## config.mk

```make
export PLATFORM = sky130hd
export DESIGN_NAME = sbap_top
export DESIGN_NICKNAME = d
export VERILOG_FILES = /design/src/pkg/sbap_pkg.sv /design/src/pkg/sbap_bit_if.sv /design/src/design/sbap_bit_engine.sv /design/src/design/sbap_top.sv
export VERILOG_INCLUDE_DIRS = /design/src /design/src/pkg
export SDC_FILE = /design/constraint.sdc
export NUM_CORES = 1
export LEC_CHECK = 0
export BUFFER_PORTS_ARGS = -buffer_cell sky130_fd_sc_hd__buf_2
export CORE_ASPECT_RATIO = 1.25
export CORE_UTILIZATION = 50
export CTS_CLUSTER_SIZE = 24
export DETAILED_ROUTE_END_ITERATION = 10
export MAX_ROUTING_LAYER = met4
export PLACE_DENSITY = 0.78
export SLEW_MARGIN = 20
export SYNTH_ARGS = -nofsm -noshare
export SYNTH_HDL_FRONTEND = slang
export SYNTH_SLANG_ARGS = --single-unit
```

## constraint.sdc

```tcl
create_clock -name clock -period 2.9 [get_ports clock]
set_input_delay 0.145 -clock clock [delete_from_list [all_inputs] [get_ports clock]]
set_output_delay 0.145 -clock clock [all_outputs]
set_load 0.1 [all_outputs]
```

## src/pkg/sbap_params.svh

```systemverilog
// Offsets, field positions, reset values and timing counts of the serial byte access port
`ifndef SBAP_PARAMS_SVH
`define SBAP_PARAMS_SVH

`define SBAP_OFS_DATA 8'hb0
`define SBAP_OFS_INDEX 8'hb1
`define SBAP_OFS_TARGET 8'hb2
`define SBAP_OFS_CTRL 8'hb3

`define SBAP_CTL_SHORT 7
`define SBAP_CTL_BUSY 5
`define SBAP_CTL_TEST 2
`define SBAP_CTL_ERR 1
`define SBAP_DIR_BIT 0

`define SBAP_RST_BYTE 8'h00

`define SBAP_CLK_NS 5
`define SBAP_SCL_NORM_NS 10000
`define SBAP_SCL_TEST_NS 2500
`define SBAP_QTR_NORM ((`SBAP_SCL_NORM_NS) / (4 * `SBAP_CLK_NS))
`define SBAP_QTR_TEST ((`SBAP_SCL_TEST_NS) / (4 * `SBAP_CLK_NS))

`endif

```

## src/pkg/sbap_pkg.sv

```systemverilog
// Types shared by the serial byte access port modules
package sbap_pkg;
  typedef enum logic [1:0] {CMD_START, CMD_RSTART, CMD_STOP, CMD_BIT} sbap_bit_cmd_t;
  typedef enum logic [2:0] {
    ST_IDLE, ST_START, ST_SEND, ST_SACK, ST_RSTART, ST_RECV, ST_MACK, ST_STOP
  } sbap_state_t;
  typedef enum logic [1:0] {STEP_ADDR, STEP_INDEX, STEP_RADDR, STEP_DATA} sbap_step_t;
endpackage

```

## src/pkg/sbap_bit_if.sv

```systemverilog
// Link between the byte sequencer and the bit engine
`timescale 1ns/1ps
interface sbap_bit_if;
  logic cmd_valid;
  sbap_pkg::sbap_bit_cmd_t cmd;
  logic din;
  logic fast;
  logic scl_lvl;
  logic sda_lvl;
  logic done;
  logic dout;
  modport ctl (output cmd_valid, output cmd, output din, output fast, output scl_lvl,
    output sda_lvl, input done, input dout);
  modport eng (input cmd_valid, input cmd, input din, input fast, input scl_lvl,
    input sda_lvl, output done, output dout);
endinterface

```

## src/design/sbap_bit_engine.sv

```systemverilog
// Bit engine: start, repeated start, stop and single bit slots on the two-wire bus
`timescale 1ns/1ps
`include "sbap_params.svh"
module sbap_bit_engine #(
  parameter int CW = 12,
  parameter int QTR_NORM = `SBAP_QTR_NORM,
  parameter int QTR_TEST = `SBAP_QTR_TEST
) (
  input wire logic clock,
  input wire logic rst_n,
  sbap_bit_if.eng bus,
  output logic scl_oe,
  output logic sda_oe
);
  logic active_r;
  sbap_pkg::sbap_bit_cmd_t cmd_r;
  logic din_r;
  logic [1:0] phase_r;
  logic [CW-1:0] cnt_r;
  logic dout_r;
  logic done_r;
  logic scl_oe_r;
  logic sda_oe_r;

  // Each slot is four quarter periods; these say which quarters release SCL or pull SDA
  wire is_start = (cmd_r == sbap_pkg::CMD_START);
  wire is_rstart = (cmd_r == sbap_pkg::CMD_RSTART);
  wire is_stop = (cmd_r == sbap_pkg::CMD_STOP);
  wire scl_rel = is_start ? (phase_r != 2'd3) :
                 is_stop ? (phase_r != 2'd0) :
                 (phase_r == 2'd1 || phase_r == 2'd2);
  wire sda_low = is_start ? (phase_r != 2'd0) :
                 is_rstart ? phase_r[1] :
                 is_stop ? !phase_r[1] : !din_r;
  // A target holding SCL low stretches the quarter
  wire stretch = active_r && scl_rel && !bus.scl_lvl;
  wire [CW-1:0] limit = bus.fast ? CW'(QTR_TEST - 1) : CW'(QTR_NORM - 1);
  wire quarter_end = active_r && !stretch && (cnt_r == limit);

  always_ff @(posedge clock or negedge rst_n)
  begin
    if (!rst_n)
    begin
      active_r <= 1'b0;
      cmd_r <= sbap_pkg::CMD_STOP;
      din_r <= 1'b1;
      phase_r <= 2'd0;
      cnt_r <= '0;
      done_r <= 1'b0;
    end
    else if (!active_r)
    begin
      done_r <= 1'b0;
      if (bus.cmd_valid)
      begin
        active_r <= 1'b1;
        cmd_r <= bus.cmd;
        din_r <= bus.din;
        phase_r <= 2'd0;
        cnt_r <= '0;
      end
    end
    else if (quarter_end)
    begin
      cnt_r <= '0;
      phase_r <= phase_r + 2'd1;
      if (phase_r == 2'd3)
      begin
        active_r <= 1'b0;
        done_r <= 1'b1;
      end
    end
    else if (!stretch)
    begin
      cnt_r <= cnt_r + CW'(1);
    end
  end

  // SDA is sampled at the end of the high half of the bit slot
  always_ff @(posedge clock or negedge rst_n)
  begin
    if (!rst_n)
      dout_r <= 1'b1;
    else if (quarter_end && phase_r == 2'd2 && cmd_r == sbap_pkg::CMD_BIT)
      dout_r <= bus.sda_lvl;
  end

  // Pins keep their last level between slots
  always_ff @(posedge clock or negedge rst_n)
  begin
    if (!rst_n)
    begin
      scl_oe_r <= 1'b0;
      sda_oe_r <= 1'b0;
    end
    else if (active_r)
    begin
      scl_oe_r <= !scl_rel;
      sda_oe_r <= sda_low;
    end
  end

  assign scl_oe = scl_oe_r;
  assign sda_oe = sda_oe_r;
  assign bus.done = done_r;
  assign bus.dout = dout_r;
endmodule

```

## src/design/sbap_top.sv

```systemverilog
// Serial byte access port: software-requested single byte reads and writes on the two-wire bus
// Operation
// Software writes the data byte, then the byte address, then the target address with direction zero to ask for a write.
// Software writes the byte address, then the target address with direction one, then polls busy before taking the data.
// The data register is 8 bits read/write, holds the byte to send or the byte received, and resets to zero.
// The index register is 8 bits read/write and is sent as the byte address in each indexed access.
// The upper seven bits of the address register are sent as the target address.
// Bit zero of the address register is the direction, zero for write and one for read.
// A received byte lands in the data register before busy drops.
// Data, index and target registers clear only on the global reset.
// Writing the target address register starts the access and sets busy until it finishes.
// A missing acknowledge sets a sticky error flag that a written one clears.
// With the short protocol bit set, writes use send-byte and reads receive-byte with no index byte.
// The serial clock runs near 100 kHz, faster when the test bit is set.
// An indexed read sends address with write direction and index, repeated start, address with read direction, one byte, not-acknowledge and stop.
`timescale 1ns/1ps
`include "sbap_params.svh"
module sbap_top #(
  parameter int CW = 12,
  parameter int QTR_NORM = `SBAP_QTR_NORM,
  parameter int QTR_TEST = `SBAP_QTR_TEST
) (
  input wire logic clock,
  input wire logic rst_b,
  input wire logic cfg_wr,
  input wire logic [7:0] cfg_addr,
  input wire logic [7:0] cfg_wdata,
  output logic [7:0] cfg_rdata,
  input wire logic scl_in,
  output logic scl_out,
  output logic scl_oe,
  input wire logic sda_in,
  output logic sda_out,
  output logic sda_oe
);
  logic [1:0] rst_s_r;
  logic rst_n;
  logic [2:0] scl_s_r;
  logic [2:0] sda_s_r;
  logic scl_f_r;
  logic sda_f_r;
  logic [7:0] data_r;
  logic [7:0] index_r;
  logic [7:0] target_r;
  logic short_r;
  logic test_r;
  logic err_r;
  logic busy_r;
  logic [7:0] rdata_r;
  sbap_pkg::sbap_state_t state_r;
  sbap_pkg::sbap_state_t state_nxt;
  sbap_pkg::sbap_step_t step_r;
  sbap_pkg::sbap_step_t step_nxt;
  logic [7:0] shift_r;
  logic [7:0] shift_nxt;
  logic [2:0] bit_r;
  logic [2:0] bit_nxt;
  logic wait_r;
  logic wait_nxt;
  logic busy_nxt;
  logic err_set;
  logic load_rd;

  sbap_bit_if bif ();

  // Global reset: asserted at once, released through two flops
  always_ff @(posedge clock or negedge rst_b)
  begin
    if (!rst_b)
      rst_s_r <= 2'b00;
    else
      rst_s_r <= {rst_s_r[0], 1'b1};
  end
  assign rst_n = rst_s_r[1];

  // Bus lines pass three flops; a new level counts once the last two agree
  always_ff @(posedge clock or negedge rst_n)
  begin
    if (!rst_n)
    begin
      scl_s_r <= 3'b111;
      sda_s_r <= 3'b111;
      scl_f_r <= 1'b1;
      sda_f_r <= 1'b1;
    end
    else
    begin
      scl_s_r <= {scl_s_r[1:0], scl_in};
      sda_s_r <= {sda_s_r[1:0], sda_in};
      if (scl_s_r[1] == scl_s_r[2])
        scl_f_r <= scl_s_r[2];
      if (sda_s_r[1] == sda_s_r[2])
        sda_f_r <= sda_s_r[2];
    end
  end

  // Register decode; software writes to the byte registers are ignored while an access runs
  wire hit_data = cfg_wr && (cfg_addr == `SBAP_OFS_DATA) && !busy_r;
  wire hit_index = cfg_wr && (cfg_addr == `SBAP_OFS_INDEX) && !busy_r;
  wire hit_target = cfg_wr && (cfg_addr == `SBAP_OFS_TARGET) && !busy_r;
  wire hit_ctrl = cfg_wr && (cfg_addr == `SBAP_OFS_CTRL);
  wire err_clr = hit_ctrl && cfg_wdata[`SBAP_CTL_ERR];
  wire dir_rd = target_r[`SBAP_DIR_BIT];
  wire [7:0] ctrl_view = {short_r, 1'b0, busy_r, 2'b00, test_r, err_r, 1'b0};
  wire [7:0] rd_mux = (cfg_addr == `SBAP_OFS_DATA) ? data_r :
                      (cfg_addr == `SBAP_OFS_INDEX) ? index_r :
                      (cfg_addr == `SBAP_OFS_TARGET) ? target_r :
                      (cfg_addr == `SBAP_OFS_CTRL) ? ctrl_view : 8'h00;
  // First address byte carries the read direction only for a receive-byte read
  wire [7:0] first_addr = {cfg_wdata[7:1], short_r & cfg_wdata[`SBAP_DIR_BIT]};

  assign bif.cmd_valid = (state_r != sbap_pkg::ST_IDLE) && !wait_r;
  assign bif.cmd = (state_r == sbap_pkg::ST_START) ? sbap_pkg::CMD_START :
                   (state_r == sbap_pkg::ST_RSTART) ? sbap_pkg::CMD_RSTART :
                   (state_r == sbap_pkg::ST_STOP) ? sbap_pkg::CMD_STOP : sbap_pkg::CMD_BIT;
  // Acknowledge slots release SDA; the final received byte is not acknowledged
  assign bif.din = (state_r == sbap_pkg::ST_SEND) ? shift_r[7] : 1'b1;
  assign bif.fast = test_r;
  assign bif.scl_lvl = scl_f_r;
  assign bif.sda_lvl = sda_f_r;

  always_comb
  begin
    state_nxt = state_r;
    step_nxt = step_r;
    shift_nxt = shift_r;
    bit_nxt = bit_r;
    wait_nxt = wait_r;
    busy_nxt = busy_r;
    err_set = 1'b0;
    load_rd = 1'b0;
    if (bif.cmd_valid)
      wait_nxt = 1'b1;
    if (state_r == sbap_pkg::ST_IDLE)
    begin
      if (hit_target)
      begin
        state_nxt = sbap_pkg::ST_START;
        busy_nxt = 1'b1;
        step_nxt = sbap_pkg::STEP_ADDR;
        shift_nxt = first_addr;
        bit_nxt = 3'd7;
      end
    end
    else if (bif.done)
    begin
      wait_nxt = 1'b0;
      unique case (state_r)
        sbap_pkg::ST_START:
          state_nxt = sbap_pkg::ST_SEND;
        sbap_pkg::ST_SEND:
        begin
          shift_nxt = {shift_r[6:0], 1'b0};
          bit_nxt = bit_r - 3'd1;
          if (bit_r == 3'd0)
            state_nxt = sbap_pkg::ST_SACK;
        end
        sbap_pkg::ST_SACK:
        begin
          bit_nxt = 3'd7;
          if (bif.dout)
          begin
            err_set = 1'b1;
            state_nxt = sbap_pkg::ST_STOP;
          end
          else
          begin
            unique case (step_r)
              sbap_pkg::STEP_ADDR:
              begin
                if (short_r && dir_rd)
                  state_nxt = sbap_pkg::ST_RECV;
                else if (short_r)
                begin
                  state_nxt = sbap_pkg::ST_SEND;
                  step_nxt = sbap_pkg::STEP_DATA;
                  shift_nxt = data_r;
                end
                else
                begin
                  state_nxt = sbap_pkg::ST_SEND;
                  step_nxt = sbap_pkg::STEP_INDEX;
                  shift_nxt = index_r;
                end
              end
              sbap_pkg::STEP_INDEX:
              begin
                if (dir_rd)
                  state_nxt = sbap_pkg::ST_RSTART;
                else
                begin
                  state_nxt = sbap_pkg::ST_SEND;
                  step_nxt = sbap_pkg::STEP_DATA;
                  shift_nxt = data_r;
                end
              end
              sbap_pkg::STEP_RADDR:
                state_nxt = sbap_pkg::ST_RECV;
              sbap_pkg::STEP_DATA:
                state_nxt = sbap_pkg::ST_STOP;
            endcase
          end
        end
        sbap_pkg::ST_RSTART:
        begin
          state_nxt = sbap_pkg::ST_SEND;
          step_nxt = sbap_pkg::STEP_RADDR;
          shift_nxt = {target_r[7:1], 1'b1};
        end
        sbap_pkg::ST_RECV:
        begin
          shift_nxt = {shift_r[6:0], bif.dout};
          bit_nxt = bit_r - 3'd1;
          if (bit_r == 3'd0)
            state_nxt = sbap_pkg::ST_MACK;
        end
        sbap_pkg::ST_MACK:
        begin
          load_rd = 1'b1;
          state_nxt = sbap_pkg::ST_STOP;
        end
        sbap_pkg::ST_STOP:
        begin
          busy_nxt = 1'b0;
          state_nxt = sbap_pkg::ST_IDLE;
        end
        default:
          state_nxt = sbap_pkg::ST_IDLE;
      endcase
    end
  end

  // Sequencer state
  always_ff @(posedge clock or negedge rst_n)
  begin
    if (!rst_n)
    begin
      state_r <= sbap_pkg::ST_IDLE;
      step_r <= sbap_pkg::STEP_ADDR;
      shift_r <= `SBAP_RST_BYTE;
      bit_r <= 3'd7;
      wait_r <= 1'b0;
      busy_r <= 1'b0;
    end
    else
    begin
      state_r <= state_nxt;
      step_r <= step_nxt;
      shift_r <= shift_nxt;
      bit_r <= bit_nxt;
      wait_r <= wait_nxt;
      busy_r <= busy_nxt;
    end
  end

  // Software registers, cleared by the global reset alone
  always_ff @(posedge clock or negedge rst_n)
  begin
    if (!rst_n)
    begin
      data_r <= `SBAP_RST_BYTE;
      index_r <= `SBAP_RST_BYTE;
      target_r <= `SBAP_RST_BYTE;
    end
    else
    begin
      if (load_rd)
        data_r <= shift_r;
      else if (hit_data)
        data_r <= cfg_wdata;
      if (hit_index)
        index_r <= cfg_wdata;
      if (hit_target)
        target_r <= cfg_wdata;
    end
  end

  // Control bits; an error raised in the cycle of a clear is kept
  always_ff @(posedge clock or negedge rst_n)
  begin
    if (!rst_n)
    begin
      short_r <= 1'b0;
      test_r <= 1'b0;
      err_r <= 1'b0;
    end
    else
    begin
      if (hit_ctrl)
      begin
        short_r <= cfg_wdata[`SBAP_CTL_SHORT];
        test_r <= cfg_wdata[`SBAP_CTL_TEST];
      end
      err_r <= (err_r & ~err_clr) | err_set;
    end
  end

  always_ff @(posedge clock or negedge rst_n)
  begin
    if (!rst_n)
      rdata_r <= 8'h00;
    else
      rdata_r <= rd_mux;
  end

  sbap_bit_engine #(
    .CW(CW),
    .QTR_NORM(QTR_NORM),
    .QTR_TEST(QTR_TEST)
  ) u_eng (
    .clock(clock),
    .rst_n(rst_n),
    .bus(bif.eng),
    .scl_oe(scl_oe),
    .sda_oe(sda_oe)
  );

  assign cfg_rdata = rdata_r;
  assign scl_out = 1'b0;
  assign sda_out = 1'b0;
endmodule

```

### Yosys cells after proc, flatten, opt, wreduce, memory -nomap -nowiden

Cells that the tools add are included.

* reductions and logical operators: 48
* muxes and demuxes: 76
* bitwise gates (word level): 5
* $add $sub $neg: 3
* equal/unequal tests: 34

Operators with widths (number)
* $mux 8: 13
* $mux 12: 4
* $mux 3: 11
* $eq 8x8->1 const B: 4
* $pmux 8 s4: 1
* $mux 1: 28
* $mux 2: 12
* $logic_and 1x1->1: 16
* $pmux 8 s2: 1
* $pmux 3 s5: 1
* $reduce_and 7->1: 2
* $add 12x1->12 const B: 1
* $eq 12x12->1: 1
* $eq 2x2->1 const B: 6
* $eq 3x3->1 const B: 4
* $pmux 3 s4: 1
* $reduce_bool 2->1: 5
* $mux 9: 1
* $ne 3x3->1 const B: 3
* $reduce_bool 3->1: 3
* $ne 2x2->1 const B: 4
* $ne 4x4->1 const B: 2
* $pmux 2 s2: 2
* $reduce_and 2->1: 4
* other kinds (20): 36

* word-level logic and storage cells: 193
* input port bits: 21
* flip-flop bits (word level): 85
* output and inout port bits: 12

### Depth between registers and ports, before layout

* depth in word-level cells: 11
* gate-level depth with buffers: 8
* depth with buffers taken out: 7

### Cells and area by module

Synthesis repeated with hierarchy kept, for this count alone.

* cell total of the unflattened synthesis: 450
* area total of the unflattened synthesis: 4625.7 µm²

By module, submodules not included
* sbap_top: seq. area each 1590.3 µm², instances 1, area an instance 3319.4 µm², cells each 306
* sbap_bit_engine: seq. area each 554.3 µm², instances 1, area an instance 1306.3 µm², cells each 144

### Worst setup path before layout

OpenSTA, ideal clock, no wires.

* kind: flip-flop to flip-flop
* start: register busy_r
* end: register shift_r[0]
* buffers on the path: 0
* period minus slack after synthesis: 2.073 ns
* arrival time: 1.948 ns
* required time: 2.775 ns
* cell stages (with the launch flop): 6
* library setup time: 0.125 ns
* slack: 0.827 ns
* path through: dfrtp_1 > or4b_4 > nor4_4 > a21oi_2 > a211oi_4 > mux2_2

* word-level cells in the longest chain between the ends: 4

RTL lines
* from (decl): RTL line sbap_top.sv:48 `logic busy_r;`
* from (signal assigned): RTL line sbap_top.sv:252 `busy_r <= busy_nxt;`
* $logic_not 1->1: RTL line sbap_top.sv:100 `` wire hit_target = cfg_wr && (cfg_addr == `SBAP_OFS_TARGET) && !busy_r; ``
* $logic_and 1x1->1: RTL line sbap_top.sv:100
* $ne 2x2->1 (no source line)
* $reduce_and 7->1 (no source line)
* to (signal assigned): RTL line sbap_top.sv:240 `` shift_r <= `SBAP_RST_BYTE; ``
* to (signal assigned): RTL line sbap_top.sv:249 `shift_r <= shift_nxt;`
* to (decl): RTL line sbap_top.sv:54 `logic [7:0] shift_r;`

Every way passes these cells.
A chain may end at the register's enable or synchronous reset.

### Worst setup path after layout

* start: register busy_r
* end: register shift_r[3]

Same word-level chain as after synthesis.

==> results.cfg <==
[status]
status = finished clean

[logic_synthesis]
synthTopCellsByArea = dfrtp_1 40%, dfstp_2 8.3%, mux2_2 5.4%
async_flop_share_pct = 100.0
ys_types = 57
synthDominantCellAreaShare_pct = 40.24
synth_top_cell_by_area = dfrtp_1
ys_ff_latch = 85
ys_seq_area_share_pct = 48.57
syn_inst = 445
synth_edf_count = 0
synth.avg_cell_area_sq_um = 9.922
syn_area_sq_um = 4415
synth-main-ff-cell = dfrtp_1
ys_warn_count = 0

[placed_design]
dpl.hpwl_um = 6855
dpl_cell_area_sq_um = 4698
dp_slack_ns = 0.6299
portBuffers = 30
place_congestion = 0.8637

[timing]
max_freq_mhz = 434.6
fin_tns_setup_ns = 0
period_share_pct = 79.35
finalWorstSetupSlack_ns = 0.5988
fin_crit_ns = 2.301
hold_violations = 0
worstMarginPinSlew_ns = 0.7996
maxSlewViolCount = 0
skew_ns = 0.01628
grt_setup_unrepaired = no
slew_headroom_pct = 46.50
setup-violations-final = 0

[grt]
grt_antenna_before_repair = 0
overflow = 0
grt_pass1_wl_um = 17280
grt_max_degree = 84
grt_pass1_vias = 3542
track_usage_pct = 25.23

[drt]
post_drt_wl_per_cell_um = 17.18
drtIter0Drc = 244
wl_met1_um = 4436
drc = 0
firstDrtPassIters = 4
wl_met2_um = 5000
ant_nets = 0
met3RoutedLength_um = 701
via_per_inst = 5.918
route.top_layer_used = met4
routed_wl_um = 10310
vias = 3551

[setup_path]
crit_family = simple AND/OR/NAND/NOR gates
criticalPathCategory = reg -> reg
worst-path-buf-inv = 0
cp-start-kind = flip-flop
slowest_stage = or4b_4
cp_data_arrival_time_ns = 2.55
critical-path-max-stage-delay_ns = 0.53
path_cells = or4b_4 -> nor4_4 -> a21oi_2 -> a211oi_4 -> mux2_2
end_kind = flip-flop
crit_fanout = 9
cp.required_ns = 3.15

[flow_run]
drv_cap = 0

[clock_tree]
cts_buffers = 9
clk_pin_slew_worst_paths_ns = 0.09
ctsHtreeMaxLevel = 3
root_buffer = clkbuf_8
clk_latency_ns = 0.37
cts_tree = done
clockBufferDepth = 2
ctsResizeCount = 0
cts.sinks = 85

[pwr]
p_switching_uw = 510.9
power-per-cell-area_nw_per_um2 = 442.4
p_comb_share_pct = 5.9
finalPower_mw = 2.183
p_int_mw = 1.672
power_frac_seq_pct = 57.3
netSwitchingFraction_pct = 23.40
max-vdd-ir-drop_v = 0.0002617
p_leak_nw = 2.335
p_clk_share_pct = 36.8

[floorplanning]
die_area_sq_um = 9213
placementRows = 37
ioPinCount = 33
start_util_pct = 52.70
core_sq_um = 8379
die_x_um = 86.05
die_h_um = 107.1

[worst_hold_path]
hold_class = in -> reg

[finish]
drive_gt1_share_pct = 21.33
layout.nets = 505
fin_util_pct = 58.89
finalInstanceArea_sq_um = 4935
antenna_cells = 0
syn_to_final_growth_pct = 11.76
[cells in the mapped netlist (3+ instances only)]
cell type  number
a21oi_1        30
a22o_1         10
a2bb2oi_1       7
a31oi_1         9
buf_1           3
clkbuf_1       16
dfrtp_1        71
dfstp_2        14
ha_1            6
inv_1          16
mux2_2         21
mux2i_1        21
mux4_2          4
nand2_1        62
nand3_1        12
nand4_1         6
nor2_1         32
nor2b_1         8
nor3_1         10
o211ai_1        3
o21ai_0        25
o22ai_1         3
or3_1           9
xor2_1          4
[layout make-up]
cell class / count / area (sq um)
Fill cell: 729 / 3445
Sequential cell: 85 / 2148
Multi-Input combinational cell: 322 / 2118
Timing Repair Buffer: 44 / 282.8
Tap cell: 117 / 146.4
Clock buffer: 13 / 138.9
Inverter: 16 / 60.06
Clock inverter: 3 / 40.04
[power by group through the flow]
| stage | logic, mW | registers (mW) | clock network [mW] |
|---|---|---|---|
| after floorplan | 0.0728 | 1.27 | 0 |
| after global placement | 0.103 | 1.29 | 0 |
| after detailed placement | 0.107 | 1.29 | 0 |
| after CTS | 0.110 | 1.27 | 0.819 |
| after global routing | 0.141 | 1.26 | 0.872 |
| final | 0.129 | 1.25 | 0.803 |
[metal layers]
layer | global-route usage [%] | vias to the layer above
li1 | - | 1654
met5 | - | -
met3 | 4.465 | 19
met4 | 11.19 | 0
met1 | 32.24 | 1728
met2 | 39.34 | 150
[sequential cells by signal, summed over array words and instances, names as in the netlist, 3 cells and up, named ones only]
signal and cells:
cfg_rdata 8, index_r 8, shift_r 8, state_r 3, target_r 8, sda_s_r 3, bit_r 3, u_eng.cnt_r 12
scl_s_r 3, data_r 8
[worst min-delay path: cells and delay by family]
kind	cells	cell delay, ns
simple gates	2	0.11
buf+inv	1	0.11
[through the flow]
| step | hold slack [ns] | instances |
|---|---|---|
| after floorplan | -0.1506 | 446 |
| after global placement | -0.07029 | 580 |
| after detailed placement | -0.06394 | 580 |
| after CTS | 0.02084 | 599 |
| after global routing | 0.02844 | 600 |
| final | 0.02531 | 600 |
[cells by family after synthesis]
| group | count (synthesis) | share of synthesized area [%] |
|---|---|---|
| AOI/OAI and AO/OA | 105 | 15.47 |
| xor gates and xnor gates | 4 | 0.7933 |
| muxes | 46 | 12.16 |
| buffers and inverters | 39 | 3.542 |
| other | 2 | 0.1701 |
| adders and majority gates | 8 | 2.154 |
| DFF | 85 | 48.57 |
| and+or+nand+nor | 156 | 17.14 |
[cells in the final DEF, fill, tap and decap left out, types with 3 or more instances in the layout]
cell           netlist  layout
nor3_1              10      10
o21ai_0             25      25
mux2_2              21      21
buf_2                2      30
clkbuf_1            16       4
mux4_2               4       4
nand2_1             62      62
nor2_1              32      32
inv_1               16      16
nor2b_1              8       8
or3_1                9       9
xor2_1               4       4
o211ai_1             3       3
a22o_1              10      10
a21oi_1             30      30
dfrtp_1             71      70
clkbuf_8             0       9
ha_1                 6       6
dlygate4sd3_1        0       3
nand4_1              6       6
dfstp_2             14      14
a2bb2oi_1            7       7
mux2i_1             21      21
nand3_1             12      12
conb_1               2       3
o22ai_1              3       3
a31oi_1              9       9
buf_4                2      10
[path summary, 6_finish.rpt]
| kind | startpoint | endpoint | slack, ns | cells past startpoint |
|---|---|---|---|---|
| worst min register to register | rst_s_r[1] | busy_r | 0.24 | 0 |
| worst max-delay path | busy_r | shift_r[3] | 0.60 | 5 |
| worst max register to register | busy_r | shift_r[3] | 0.60 | 5 |
| worst min-delay path | cfg_wdata[5] | target_r[5] | 0.03 | 3 |
| min in group asynchronous | rst_b | rst_s_r[0] | 0.10 | 2 |
| max in group asynchronous | rst_s_r[1] | target_r[2] | 2.06 | 1 |
[timing repair]
item,4_1_cts,5_1_grt
setup buffers,0,0
endpoints found under the setup margin,0,0
hold buffers,3,0
hold endpoints to repair,4,0
Power figures use the tool's default switching activity.
